==> src/pkg/rcbm_pkg.sv <==
// Purpose: constants and carrier types for reset configuration and base map
// Assumes: 32-bit byte address space
// Notes:   one package shared by both design files
package rcbm_pkg;

  typedef enum {OPM_MASTER, OPM_SINGLE, OPM_FACTORY, OPM_RESERVED} rcbm_opmode_t;
  typedef enum {CLK_PLL_XTAL, CLK_PLL_EXT, CLK_PLL_1TO1, CLK_BYPASS} rcbm_clkmode_t;
  typedef enum {SP_NONE, SP_FLASH, SP_SRAM, SP_PERIPH, SP_BACKDOOR, SP_EXTERNAL} rcbm_space_t;

  localparam logic [2:0] OPM_CODE_MASTER  = 3'h7;
  localparam logic [2:0] OPM_CODE_SINGLE  = 3'h6;
  localparam logic [2:0] OPM_CODE_FACTORY = 3'h4;
  localparam logic [1:0] BOOT_CODE_INT32  = 2'h0;
  localparam logic [1:0] BOOT_CODE_EXT8   = 2'h2;
  localparam logic [1:0] BOOT_CODE_EXT16  = 2'h1;
  localparam logic [1:0] CLK_CODE_XTAL    = 2'h3;
  localparam logic [1:0] CLK_CODE_EXT     = 2'h2;
  localparam logic [1:0] CLK_CODE_1TO1    = 2'h1;
  localparam logic [1:0] PIN_CODE_ADDR    = 2'h0;
  localparam logic [1:0] PIN_CODE_CS6     = 2'h2;
  localparam logic [1:0] PIN_CODE_CS65    = 2'h1;

  localparam logic [1:0] WIDTH_8          = 2'h0;
  localparam logic [1:0] WIDTH_16         = 2'h1;
  localparam logic [1:0] WIDTH_32         = 2'h2;

  localparam int         MEM_ALIGN_BITS   = 15;
  localparam int         PER_ALIGN_BITS   = 30;
  localparam logic [31:0] FLASH_BASE_RST  = 32'h0000_0000;
  localparam logic [31:0] SRAM_BASE_RST   = 32'h0000_0000;
  localparam logic [31:0] PER_BASE_RST    = 32'h4000_0000;
  localparam logic [31:0] BACKDOOR_OFS    = 32'h0400_0000;

  typedef struct packed {
    rcbm_opmode_t  opmode;
    logic          boot_ext;
    logic [1:0]    boot_width;
    logic          drive_full;
    rcbm_clkmode_t clkmode;
    logic [2:0]    cs_sel;
  } rcbm_cfg_t;

  typedef struct packed {
    logic [31:0] base;
    logic        valid;
  } rcbm_bar_t;

  typedef struct packed {
    logic        valid;
    logic [31:0] addr;
    logic        core;
    logic        write;
  } rcbm_req_t;

endpackage : rcbm_pkg

==> src/hdl/rcbm_decoder.sv <==
// Purpose: address decoder against the programmed base registers
// Assumes: same clock as the caller
// Notes:   registered result, one cycle after the request
`timescale 1ns/1ps
`default_nettype none
module rcbm_decoder
  import rcbm_pkg::*;
#(
  parameter int FLASH_BITS = 19,
  parameter int SRAM_BITS  = 16
) (
  input  wire logic        sys_clk_in,
  input  wire logic        rst_in,
  input  wire rcbm_req_t   req_in,
  input  wire rcbm_bar_t   flash_bar_in,
  input  wire rcbm_bar_t   sram_bar_in,
  input  wire rcbm_bar_t   per_bar_in,
  input  wire logic [3:0]  ext_hit_in,
  output rcbm_space_t      space_out,
  output logic [31:0]      offset_out,
  output logic             hit_valid_out
);

  initial begin
    if (FLASH_BITS < MEM_ALIGN_BITS || FLASH_BITS > PER_ALIGN_BITS) $error("FLASH_BITS out of range");
    if (SRAM_BITS < MEM_ALIGN_BITS || SRAM_BITS > PER_ALIGN_BITS) $error("SRAM_BITS out of range");
  end

  typedef struct packed {
    rcbm_space_t space;
    logic [31:0] offset;
    logic        hv;
  } rcbm_dec_st_t;

  rcbm_dec_st_t st_ff;
  rcbm_dec_st_t nxt_st;
  logic         hit_fl;
  logic         hit_sr;
  logic         hit_pe;
  logic         hit_bd;
  logic [31:0]  bd_base;

  assign bd_base = per_bar_in.base + BACKDOOR_OFS;
  assign hit_fl = flash_bar_in.valid && req_in.core && !req_in.write &&
                  (req_in.addr[31:FLASH_BITS] == flash_bar_in.base[31:FLASH_BITS]);
  assign hit_sr = sram_bar_in.valid &&
                  (req_in.addr[31:SRAM_BITS] == sram_bar_in.base[31:SRAM_BITS]);
  assign hit_pe = per_bar_in.valid &&
                  (req_in.addr[31:PER_ALIGN_BITS] == per_bar_in.base[31:PER_ALIGN_BITS]);
  assign hit_bd = per_bar_in.valid &&
                  (req_in.addr[31:FLASH_BITS] == bd_base[31:FLASH_BITS]);

  always_comb begin
    nxt_st        = st_ff;
    nxt_st.hv     = req_in.valid;
    nxt_st.space  = SP_NONE;
    nxt_st.offset = 32'h0000_0000;
    if (!req_in.valid) begin
      nxt_st.space = SP_NONE;
    end else if (hit_sr) begin
      nxt_st.space  = SP_SRAM;
      nxt_st.offset = req_in.addr - sram_bar_in.base;
    end else if (hit_fl) begin
      nxt_st.space  = SP_FLASH;
      nxt_st.offset = req_in.addr - flash_bar_in.base;
    end else if (hit_bd) begin
      nxt_st.space  = SP_BACKDOOR;
      nxt_st.offset = req_in.addr - bd_base;
    end else if (hit_pe) begin
      nxt_st.space  = SP_PERIPH;
      nxt_st.offset = req_in.addr - per_bar_in.base;
    end else if (|ext_hit_in) begin
      nxt_st.space  = SP_EXTERNAL;
      nxt_st.offset = req_in.addr;
    end
  end

  always_ff @(posedge sys_clk_in) begin
    if (rst_in) begin
      st_ff <= '{space: SP_NONE, offset: 32'h0000_0000, hv: 1'b0};
    end else begin
      st_ff <= nxt_st;
    end
  end

  assign space_out     = st_ff.space;
  assign offset_out    = st_ff.offset;
  assign hit_valid_out = st_ff.hv;

  sram_prio_a: assert property (@(posedge sys_clk_in) disable iff (rst_in)
    req_in.valid && hit_sr |=> space_out == SP_SRAM) else $error("sram not chosen");
  invalid_bar_a: assert property (@(posedge sys_clk_in) disable iff (rst_in)
    req_in.valid && !flash_bar_in.valid |=> space_out != SP_FLASH)
    else $error("flash hit while invalid");

endmodule : rcbm_decoder
`default_nettype wire

==> src/hdl/rcbm_top.sv <==
// Purpose: reset-time configuration capture and base map registers
// Assumes: pins held stable by board latch while reset is high
// Notes:   pins pass two flops; capture on reset release
`timescale 1ns/1ps
`default_nettype none
module rcbm_top
  import rcbm_pkg::*;
#(
  parameter int FLASH_BITS = 19,
  parameter int SRAM_BITS  = 16
) (
  input  wire logic        sys_clk_in,
  input  wire logic        rst_in,
  input  wire logic        config_sample_enable_n_in,
  input  wire logic [2:0]  opmode_cfg_pins_in,
  input  wire logic [1:0]  boot_cfg_pins_in,
  input  wire logic        drive_strength_cfg_pin_in,
  input  wire logic        clock_select_hi_pin_in,
  input  wire logic        clock_select_lo_pin_in,
  input  wire logic [1:0]  shared_pin_use_cfg_pins_in,
  input  wire logic        flash_bar_wr_in,
  input  wire logic        sram_bar_wr_in,
  input  wire logic        per_bar_wr_in,
  input  wire rcbm_bar_t   bar_wdata_in,
  input  wire rcbm_req_t   req_in,
  input  wire logic [3:0]  ext_hit_in,
  output rcbm_cfg_t        cfg_out,
  output logic             cfg_done_out,
  output logic [2:0]       shared_is_cs_out,
  output rcbm_bar_t        flash_base_reg_out,
  output rcbm_bar_t        sram_base_reg_out,
  output rcbm_bar_t        peripheral_base_reg_out,
  output logic             bar_reject_out,
  output rcbm_space_t      space_out,
  output logic [31:0]      offset_out,
  output logic             hit_valid_out
);

  initial begin
    if (FLASH_BITS < MEM_ALIGN_BITS) $error("FLASH_BITS too small");
  end

  typedef struct packed {
    logic [10:0] p1;
    logic [10:0] p2;
    logic       in_rst;
    logic       done;
    rcbm_cfg_t  cfg;
    logic [2:0] cs;
    rcbm_bar_t  fbar;
    rcbm_bar_t  sbar;
    rcbm_bar_t  pbar;
    logic       rej;
  } rcbm_st_t;

  rcbm_st_t   st_ff;
  rcbm_st_t   nxt_st;
  logic [10:0] pins_raw;
  rcbm_cfg_t  smp;
  logic [2:0] smp_cs;
  logic [2:0] opm;
  logic [1:0] bt;
  logic [1:0] ck;
  logic [1:0] sp;

  localparam rcbm_cfg_t CFG_DEFAULT = '{opmode: OPM_SINGLE, boot_ext: 1'b0,
    boot_width: WIDTH_32, drive_full: 1'b0, clkmode: CLK_PLL_XTAL, cs_sel: 3'h0};

  assign pins_raw = {config_sample_enable_n_in, opmode_cfg_pins_in, boot_cfg_pins_in,
                     drive_strength_cfg_pin_in, clock_select_hi_pin_in,
                     clock_select_lo_pin_in, shared_pin_use_cfg_pins_in};
  assign opm = st_ff.p2[9:7];
  assign bt  = st_ff.p2[6:5];
  assign ck  = st_ff.p2[3:2];
  assign sp  = st_ff.p2[1:0];

  always_comb begin
    smp = CFG_DEFAULT;
    if (opm == OPM_CODE_MASTER) begin
      smp.opmode = OPM_MASTER;
    end else if (opm == OPM_CODE_SINGLE) begin
      smp.opmode = OPM_SINGLE;
    end else if (opm == OPM_CODE_FACTORY) begin
      smp.opmode = OPM_FACTORY;
    end else begin
      smp.opmode = OPM_RESERVED;
    end
    smp.boot_ext = (bt != BOOT_CODE_INT32);
    if (bt == BOOT_CODE_EXT8) begin
      smp.boot_width = WIDTH_8;
    end else if (bt == BOOT_CODE_EXT16) begin
      smp.boot_width = WIDTH_16;
    end else begin
      smp.boot_width = WIDTH_32;
    end
    if (smp.opmode == OPM_SINGLE) begin
      smp.boot_width = WIDTH_32;
    end
    smp.drive_full = st_ff.p2[4];
    if (ck == CLK_CODE_XTAL) begin
      smp.clkmode = CLK_PLL_XTAL;
    end else if (ck == CLK_CODE_EXT) begin
      smp.clkmode = CLK_PLL_EXT;
    end else if (ck == CLK_CODE_1TO1) begin
      smp.clkmode = CLK_PLL_1TO1;
    end else begin
      smp.clkmode = CLK_BYPASS;
    end
    if (sp == PIN_CODE_ADDR) begin
      smp_cs = 3'h0;
    end else if (sp == PIN_CODE_CS6) begin
      smp_cs = 3'h4;
    end else if (sp == PIN_CODE_CS65) begin
      smp_cs = 3'h6;
    end else begin
      smp_cs = 3'h7;
    end
    smp.cs_sel = smp_cs;
  end

  always_comb begin
    nxt_st        = st_ff;
    nxt_st.p1     = pins_raw;
    nxt_st.p2     = st_ff.p1;
    nxt_st.in_rst = 1'b0;
    nxt_st.rej    = 1'b0;
    if (st_ff.in_rst && !st_ff.done) begin
      nxt_st.done = 1'b1;
      if (!st_ff.p2[10]) begin
        nxt_st.cfg = smp;
        nxt_st.cs  = smp.cs_sel;
      end else begin
        nxt_st.cfg = CFG_DEFAULT;
        nxt_st.cs  = 3'h0;
      end
      nxt_st.fbar.base  = FLASH_BASE_RST;
      nxt_st.fbar.valid = !st_ff.p2[10] ? (bt == BOOT_CODE_INT32) : 1'b1;
    end
    if (flash_bar_wr_in) begin
      if (|bar_wdata_in.base[MEM_ALIGN_BITS-1:0]) begin
        nxt_st.rej = 1'b1;
      end else begin
        nxt_st.fbar = bar_wdata_in;
      end
    end else if (sram_bar_wr_in) begin
      if (|bar_wdata_in.base[MEM_ALIGN_BITS-1:0]) begin
        nxt_st.rej = 1'b1;
      end else begin
        nxt_st.sbar = bar_wdata_in;
      end
    end else if (per_bar_wr_in) begin
      if (|bar_wdata_in.base[PER_ALIGN_BITS-1:0]) begin
        nxt_st.rej = 1'b1;
      end else begin
        nxt_st.pbar = bar_wdata_in;
      end
    end
  end

  always_ff @(posedge sys_clk_in) begin
    if (rst_in) begin
      // Synchroniser keeps filling so release sees reset-time pins
      st_ff.p1     <= pins_raw;
      st_ff.p2     <= st_ff.p1;
      st_ff.in_rst <= 1'b1;
      st_ff.done   <= 1'b0;
      st_ff.cfg    <= CFG_DEFAULT;
      st_ff.cs     <= 3'h0;
      st_ff.fbar   <= '{base: FLASH_BASE_RST, valid: 1'b0};
      st_ff.sbar   <= '{base: SRAM_BASE_RST, valid: 1'b0};
      st_ff.pbar   <= '{base: PER_BASE_RST, valid: 1'b1};
      st_ff.rej    <= 1'b0;
    end else begin
      st_ff <= nxt_st;
    end
  end

  assign cfg_out                 = st_ff.cfg;
  assign cfg_done_out            = st_ff.done;
  assign shared_is_cs_out        = st_ff.cs;
  assign flash_base_reg_out      = st_ff.fbar;
  assign sram_base_reg_out       = st_ff.sbar;
  assign peripheral_base_reg_out = st_ff.pbar;
  assign bar_reject_out          = st_ff.rej;

  rcbm_decoder #(
    .FLASH_BITS (FLASH_BITS),
    .SRAM_BITS  (SRAM_BITS)
  ) u_dec (
    .sys_clk_in    (sys_clk_in),
    .rst_in        (rst_in),
    .req_in        (req_in),
    .flash_bar_in  (st_ff.fbar),
    .sram_bar_in   (st_ff.sbar),
    .per_bar_in    (st_ff.pbar),
    .ext_hit_in    (ext_hit_in),
    .space_out     (space_out),
    .offset_out    (offset_out),
    .hit_valid_out (hit_valid_out)
  );

  cfg_hold_a: assert property (@(posedge sys_clk_in) disable iff (rst_in)
    cfg_done_out && $past(cfg_done_out) |-> $stable(cfg_out)) else $error("cfg changed");
  single_w32_a: assert property (@(posedge sys_clk_in) disable iff (rst_in)
    cfg_out.opmode == OPM_SINGLE |-> cfg_out.boot_width == WIDTH_32)
    else $error("single-chip width");
  fbar_align_a: assert property (@(posedge sys_clk_in) disable iff (rst_in)
    flash_base_reg_out.base[MEM_ALIGN_BITS-1:0] == '0) else $error("flash unaligned");
  sbar_align_a: assert property (@(posedge sys_clk_in) disable iff (rst_in)
    sram_base_reg_out.base[MEM_ALIGN_BITS-1:0] == '0) else $error("sram unaligned");
  pbar_align_a: assert property (@(posedge sys_clk_in) disable iff (rst_in)
    peripheral_base_reg_out.base[PER_ALIGN_BITS-1:0] == '0) else $error("per unaligned");
  per_reset_a: assert property (@(posedge sys_clk_in)
    $fell(rst_in) |-> peripheral_base_reg_out.valid && !cfg_done_out)
    else $error("per not valid");
  default_cfg_a: assert property (@(posedge sys_clk_in) disable iff (rst_in)
    $rose(cfg_done_out) && $past(st_ff.p2[10]) |-> cfg_out == CFG_DEFAULT)
    else $error("defaults wrong");
  cs_map_a: assert property (@(posedge sys_clk_in) disable iff (rst_in)
    shared_is_cs_out inside {3'h0, 3'h4, 3'h6, 3'h7}) else $error("cs map");

  cov_sampled_c: cover property (@(posedge sys_clk_in) $rose(cfg_done_out) && !$past(st_ff.p2[10]));
  cov_reject_c: cover property (@(posedge sys_clk_in) bar_reject_out);
  cov_backdoor_c: cover property (@(posedge sys_clk_in) space_out == SP_BACKDOOR);

endmodule : rcbm_top
`default_nettype wire

==> config.mk <==
export PLATFORM = sky130hd
export DESIGN_NAME = rcbm_top
export DESIGN_NICKNAME = d
export VERILOG_FILES = /design/src/pkg/rcbm_pkg.sv /design/src/hdl/rcbm_decoder.sv /design/src/hdl/rcbm_top.sv
export SDC_FILE = /design/constraint.sdc
export NUM_CORES = 1
export LEC_CHECK = 0
export BUFFER_PORTS_ARGS = -buffer_cell sky130_fd_sc_hd__buf_2
export CORE_MARGIN = 2
export CORE_UTILIZATION = 54
export DETAILED_ROUTE_END_ITERATION = 10
export GPL_TIMING_DRIVEN = 0
export PLACE_DENSITY_LB_ADDON = 0.12
export REMOVE_ABC_BUFFERS = 1
export SLEW_MARGIN = 25
export SYNTH_ARGS = -nofsm -noshare
export SYNTH_HDL_FRONTEND = slang
export SYNTH_SLANG_ARGS = --single-unit
==> constraint.sdc <==
create_clock -name sys_clk_in -period 4.1 [get_ports sys_clk_in]
set_input_delay 0.205 -clock sys_clk_in [delete_from_list [all_inputs] [get_ports sys_clk_in]]
set_output_delay 0.205 -clock sys_clk_in [all_outputs]
set_load 0.05 [all_outputs]
* Word-level counts from Yosys, hierarchy flattened
Index checks and enable logic that the tools add are counted.
** Cells by class
- Equality and inequality tests :: 15
- Bitwise logic cells :: 5
- Add/sub/neg operators :: 5
- Reductions and logical operators :: 21
- Muxes and demuxes :: 33
** Operator list (number)
- $mux W33 :: 6
- $mux W176 :: 1
- $sub A32 B32 Y32 :: 4
- $mux W108 :: 1
- $mux W35 :: 3
- $mux W34 :: 3
- $mux W74 :: 1
- $mux W66 :: 1
- $add A32 B27 Y32 const B :: 1
- $eq A32 B2 Y1 const B :: 1
- $reduce_or A30 Y1 :: 1
- $eq A13 B13 Y1 :: 2
- $eq A16 B16 Y1 :: 1
- $mux W2 :: 8
- $reduce_or A15 Y1 :: 1
- $eq A3 B3 Y1 const B :: 3
- $eq A2 B2 Y1 const B :: 4
- $mux W1 :: 8
- $reduce_or A4 Y1 :: 2
- $logic_and A1 B1 Y1 :: 7
- $eq A2 B1 Y1 const B :: 3
- $reduce_or A6 Y1 :: 1
- $not A1 Y1 :: 5
- $logic_not A2 Y1 :: 2
- other kinds (8) :: 9
** Storage, ports and cells
- Word-level logic and storage cells :: 103
- Flip-flop bits (word level) :: 263

* Longest topological paths before layout
- Depth in word-level cells :: 11
- Depth in mapped cells :: 14
- Mapped depth without buffers :: 14

* Hierarchy
Synthesis repeated with hierarchy kept, for this count alone.
** Unflattened totals
- Cells, all modules :: 1597
- Area, all modules :: 12610.8 sq um
** By module, submodules not included
- rcbm_decoder :: instances 1, seq. area each 720.7 sq um, area each 7029.2 sq um, cells each 1012
- rcbm_top :: instances 1, seq. area each 2702.6 sq um, area each 5581.6 sq um, cells each 585

* Worst setup path after synthesis
No wires, ideal clock.
- Path kind :: reg-to-reg
- From :: reg st_ff (netlist bit peripheral_base_reg_out[27])
- To :: reg u_dec.st_ff (netlist bit u_dec.offset_out[30])
- Clock period less this slack :: 2.854 ns
- Data arrival time :: 2.784 ns
- Setup slack :: 1.246 ns
- Data required time :: 4.030 ns
- Cell stages (with the launch flop) :: 12
- Cell sequence :: dfxtp_1 -> ha_1 -> xnor2_1 -> ha_1 -> nand3b_1 -> or3_1 -> a211o_1 -> buf_2 -> nor3_1 -> o22ai_1 -> or4_1 -> a21oi_1
** Between the ends
- Cells in the longest elaborated chain, start to end :: 6
** Ends and longest elaborated chain
- from (decl) :: RTL line rcbm_top.sv:56 : rcbm_st_t st_ff;
- from (signal assigned) :: RTL line rcbm_top.sv:174 : st_ff <= nxt_st;
- branches (longest 3 deep; another with $add A32 B27 Y32)
- $mux W35 * :: RTL line rcbm_decoder.sv:66 : end else if (hit_bd) begin
- $mux W34 * :: RTL line rcbm_decoder.sv:63 : end else if (hit_fl) begin
- $mux W34 * :: RTL line rcbm_decoder.sv:60 : end else if (hit_sr) begin
- to (signal assigned) :: RTL line rcbm_decoder.sv:80 : st_ff <= '{space: SP_NONE, offset: 32'h0000_0000, hv: 1'b0};
- to (signal assigned) :: RTL line rcbm_decoder.sv:82 : st_ff <= nxt_st;
- to (decl) :: RTL line rcbm_decoder.sv:35 : rcbm_dec_st_t st_ff;
Every way passes the cells marked *.
A chain may end at the register's enable or synchronous reset.

* Final worst setup path
- From :: reg st_ff (netlist bit peripheral_base_reg_out[27])
- To :: reg u_dec.st_ff (netlist bit u_dec.offset_out[28])
Same word-level chain as after synthesis.

==> implementation parameters <==
Parameter                              Value

Detailed routing
  DRC violation total after the first TritonRoute iteration    746
  Total routed wirelength    35300 microns
  Count of unresolved DRC violations after routing    0
  Total iterations of the first detailed-routing run    5
  Drt via density    5.63
  Number of antenna-violating nets in the routed design    0
  Detail-routed net length per standard cell    18.1 microns
  DR vias    ~11000

Critical path
  Worst r2r dst    u_dec.offset_out[28]
  CP Max Fanout    18
  Length in cells of the worst reg-to-reg path    11
  Buffering stage count on the worst path with inverters included    0
  Delay of the slowest cell on the worst path    0.62 ns
  Type of destination of the critical path    flop
  Kind of cell adding the most delay to the critical path    simple AND/OR/NAND/NOR gates
  CP endpoint    u_dec.offset_out[28]
  Max stage delay cell, worst path    nand2_1
  CP Class    reg2reg
  Critical path's most frequent cell    nand3_1
  Worst reg2reg setup slack    0.54 ns
  FF-to-FF Start    peripheral_base_reg_out[27]
  Arr. time, crit path    3.93 ns
  Timing startpoint of the critical path    peripheral_base_reg_out[27]
  Ordered cell list for the critical path    ha_1 -> nand3_1 -> xnor2_1 -> ha_1 -> nand3_1 -> or3_1 -> a211o_1 -> nand2_1 -> a21oi_1 -> or4_1 -> nand3_1
  CP Depth    11
  Endpoint required time on the critical path    4.47 ns
  Category of the worst setup path launch point    flop

Final layout
  Count of nets after finishing    approximately 1800
  Syn-to-layout area delta    7.77%
  Layout filler cell count    2129
  Multi-input gate area in the final layout    7050 sq um
  Number of non-filler instances in the completed layout    1953
  FF+latch area    3420 sq um
  Share of layout cells above drive strength 1    0.184

Clocking
  TritonCTS Buffers    17
  TritonCTS Sinks    roughly 170
  Clock slew seen by the registers of the worst setup and hold paths    0.08 ns
  TritonCTS clock tree    yes
  Clock network latency to the later pin of the worst-skew pair    0.44 ns
  CTS root buf    clkbuf_16
  CTS HTree Levels    4
  Longest Clk Path Bufs    2

Timing
  Maximum clock skew at final layout    0.0120 ns
  Total of endpoints with negative setup slack in the final report    0
  Unrepaired setup endpoints after global routing    no
  Slew at the pin closest to its max-slew limit    between 1 and 1.5 ns
  Final Cycle Share    0.869
  Final slew viol count    0
  Final Hold Violating Endpoints    0
  Total Neg Setup Slack    0 ns
  Headroom to the max-slew limit    0.323
  Top achievable clock speed    ~0.28 GHz
  Fin crit period    between 3 and 4 ns

Synth
  Synthesized-area fraction occupied by and/or/nand/nor cells    0.174
  Main synth FF type    dfxtp_1
  Parity-gate share of the synthesized area counting xor and xnor cells    0.0442
  Largest family of logic cells by synthesized area    compound AO/OA/AOI/OAI gates
  Yosys Warn Count    0
  Proportion of synthesized area in mux cells    0.0171
  Async set-or-reset flop fraction in the synthesized netlist    0
  Cell area after synthesis    12300 sq um
  Share of synthesized cell area in full adder, half adder and majority cells    0.108
  Post-synthesis compound-gate area fraction    0.203
  Post-synth EDFFs    0
  Share of the yosys chip area belonging to registers    0.279
  Cell count after synthesis    1546
  Register bit total from synthesis    171
  Distinct cells, synth    83
  Avg Cell Area, Syn    7.94 sq um

Die
  Total Die Area    23900 sq um
  Floorplan die height    155 microns
  Count of boundary I/O pins    328
  Effective utilization at floorplan    0.545
  Number of placement rows    55
  Placeable core region    22500 sq um
  Die span in x    155 microns

Place
  Total placed cells including tap cells    around 1900
  Weighted congestion reported at the end of routability-driven placement    between 0.9 and 1
  Quantity of I/O buffers inserted on ports    between 200 and 250
  Detailed placer's ending HPWL    27800 microns

Flow run
  Maxcap violations    0

Pwr
  Peak VDD IR    0.000284 V
  Leakage Power    about 5.8 nW
  Power density of the placed cells    ~330 nW/um^2

GRT
  Total global routing overflow    0
  Via count of the first global-routing pass    around 10000
  Pin count of the biggest net entering global routing    53
  Overall global routing resource usage    0.287
  Wire length of the first global-routing pass    54000 microns
  Number of antenna violations at the first check in global routing    1

Min path
  Worst Hold Launch    bar_wdata_in[26]
  Hold/Removal Path Class    in2reg

Outcome
  Status    finished clean
==> metal layers <==
layer	wire [microns]	share of wire	track usage
met1	16600	0.47	0.420
met2	14800	0.42	0.428
met3	3350	0.095	0.0597
met4	660	0.019	0.0763
met5	0	0	0
==> where the power goes <==
| part | internal [mW] | switching [mW] |
|---|---|---|
| Combinational | 0.286 | 0.689 |
| Clock | 0.911 | 0.753 |
| Sequential | 1.70 | 0.0126 |
| Total | 2.89 | 1.45 |
==> layout make-up <==
type,count,area share
Inverter,109,0.0309
Clock inverter,15,0.0124
Clock buffer,17,0.0322
Timing Repair Buffer,255,0.105
Sequential cell,171,0.259
Antenna cell,1,0.000189
Multi-Input combinational cell,1100,0.533
Tap cell,285,0.0270
==> cell usage in the layout, fill, tap and decap left out, drive strengths merged, types with 78 or more instances in the layout <==
| master | synthesis | final |
|---|---|---|
| ha | 101 | 101 |
| nor2 | 103 | 103 |
| nor3 | 83 | 83 |
| inv | 109 | 114 |
| buf | 211 | 244 |
| nand2 | 109 | 109 |
| o21ai | 78 | 78 |
| a21oi | 131 | 131 |
| dfxtp | 171 | 171 |
| conb | 1 | 89 |
==> cell usage after synthesis (4+ instances only) <==
cell | count | area share
nor2b_1 | 11 | 0.0056
a21oi_1 | 128 | 0.052
nor3_1 | 83 | 0.034
a221o_1 | 4 | 0.0033
clkbuf_1 | 41 | 0.013
o21ai_0 | 68 | 0.028
a22o_1 | 6 | 0.0043
or3_1 | 6 | 0.0031
a21o_1 | 28 | 0.017
dfxtp_1 | 171 | 0.28
o21bai_1 | 7 | 0.0043
a221oi_1 | 9 | 0.0064
xnor2_1 | 36 | 0.026
nor4_1 | 10 | 0.0051
nor2_1 | 102 | 0.031
o22ai_1 | 6 | 0.0031
nand2_1 | 107 | 0.033
o21ai_1 | 9 | 0.0037
a22oi_1 | 5 | 0.0031
o211ai_1 | 12 | 0.0073
and3_1 | 8 | 0.0041
inv_1 | 109 | 0.033
nand3_1 | 47 | 0.019
o31a_1 | 4 | 0.0029
buf_2 | 5 | 0.0020
nand4_1 | 19 | 0.0097
xor2_1 | 26 | 0.019
buf_4 | 202 | 0.12
o31ai_1 | 6 | 0.0037
a211o_1 | 5 | 0.0036
a31oi_1 | 15 | 0.0076
buf_1 | 4 | 0.0012
and2_1 | 5 | 0.0025
ha_1 | 101 | 0.10
nand2b_1 | 19 | 0.0097
a211oi_1 | 13 | 0.0080
mux2i_1 | 21 | 0.017
o21a_1 | 18 | 0.011
==> flip-flops by register name, summed over array words and instances, names as in the netlist <==
name	count
smp	1
peripheral_base_reg_out	33
st_ff	2
u_dec.space_out	3
opm	3
sram_base_reg_out	33
bar_reject_out	1
flash_base_reg_out	33
u_dec.offset_out	32
nxt_st	11
bt	2
cfg_out	11
ck	2
sp	2
u_dec.hit_valid_out	1
cfg_done_out	1
==> how the worst min path moves through the flow <==
| stage | endpoint | cells after the start |
|---|---|---|
| 2_1_floorplan | nxt_st[176] | 0 |
| 3_3_place_gp | nxt_st[176] | 1 |
| 3_5_place_dp | nxt_st[176] | 1 |
| 4_1_cts | flash_base_reg_out[18] | 3 |
| 5_1_grt | flash_base_reg_out[28] | 3 |
| 6_report | flash_base_reg_out[26] | 3 |
==> tightest hold or removal path, cell delays in order <==
cell and delay [ns]:
buf_2 0.11, nand2_1 0.05, a21oi_1 0.05
==> cell families (layout without fill, tap and decap cells) <==
logic type	Yosys count	after routing
AO/OA/AOI/OAI	381	381
XOR/XNOR	62	62
other	1	90
multiplexers	21	21
AND/OR/NAND/NOR	443	443
adder cells (fa/ha/maj)	104	104
buffers and inverters	363	396
flip-flops	171	171
==> per-stage QoR <==
stage	instance area [sq um]	hold WS (ns)	utilization	worst slack, ns	power [mW]
after detailed placement	12500	0.309	0.557	0.641	2.69
after CTS	13200	0.0239	0.588	0.589	4.35
final	13200	0.0207	0.588	0.539	4.35
after global placement	12400	0.307	0.552	-1.10	2.69
after floorplan	10900	0.233	-	0.673	2.45
after global routing	13200	0.0339	0.588	0.330	4.50
==> what timing repair did <==
action,in CTS,in global routing
hold buffers,11,0
resized for setup,0,0
endpoints found under the hold margin,11,0
buffers inserted,0,0
setup endpoints to repair,0,0
Note: power is estimated with default switching activity, not from simulation.
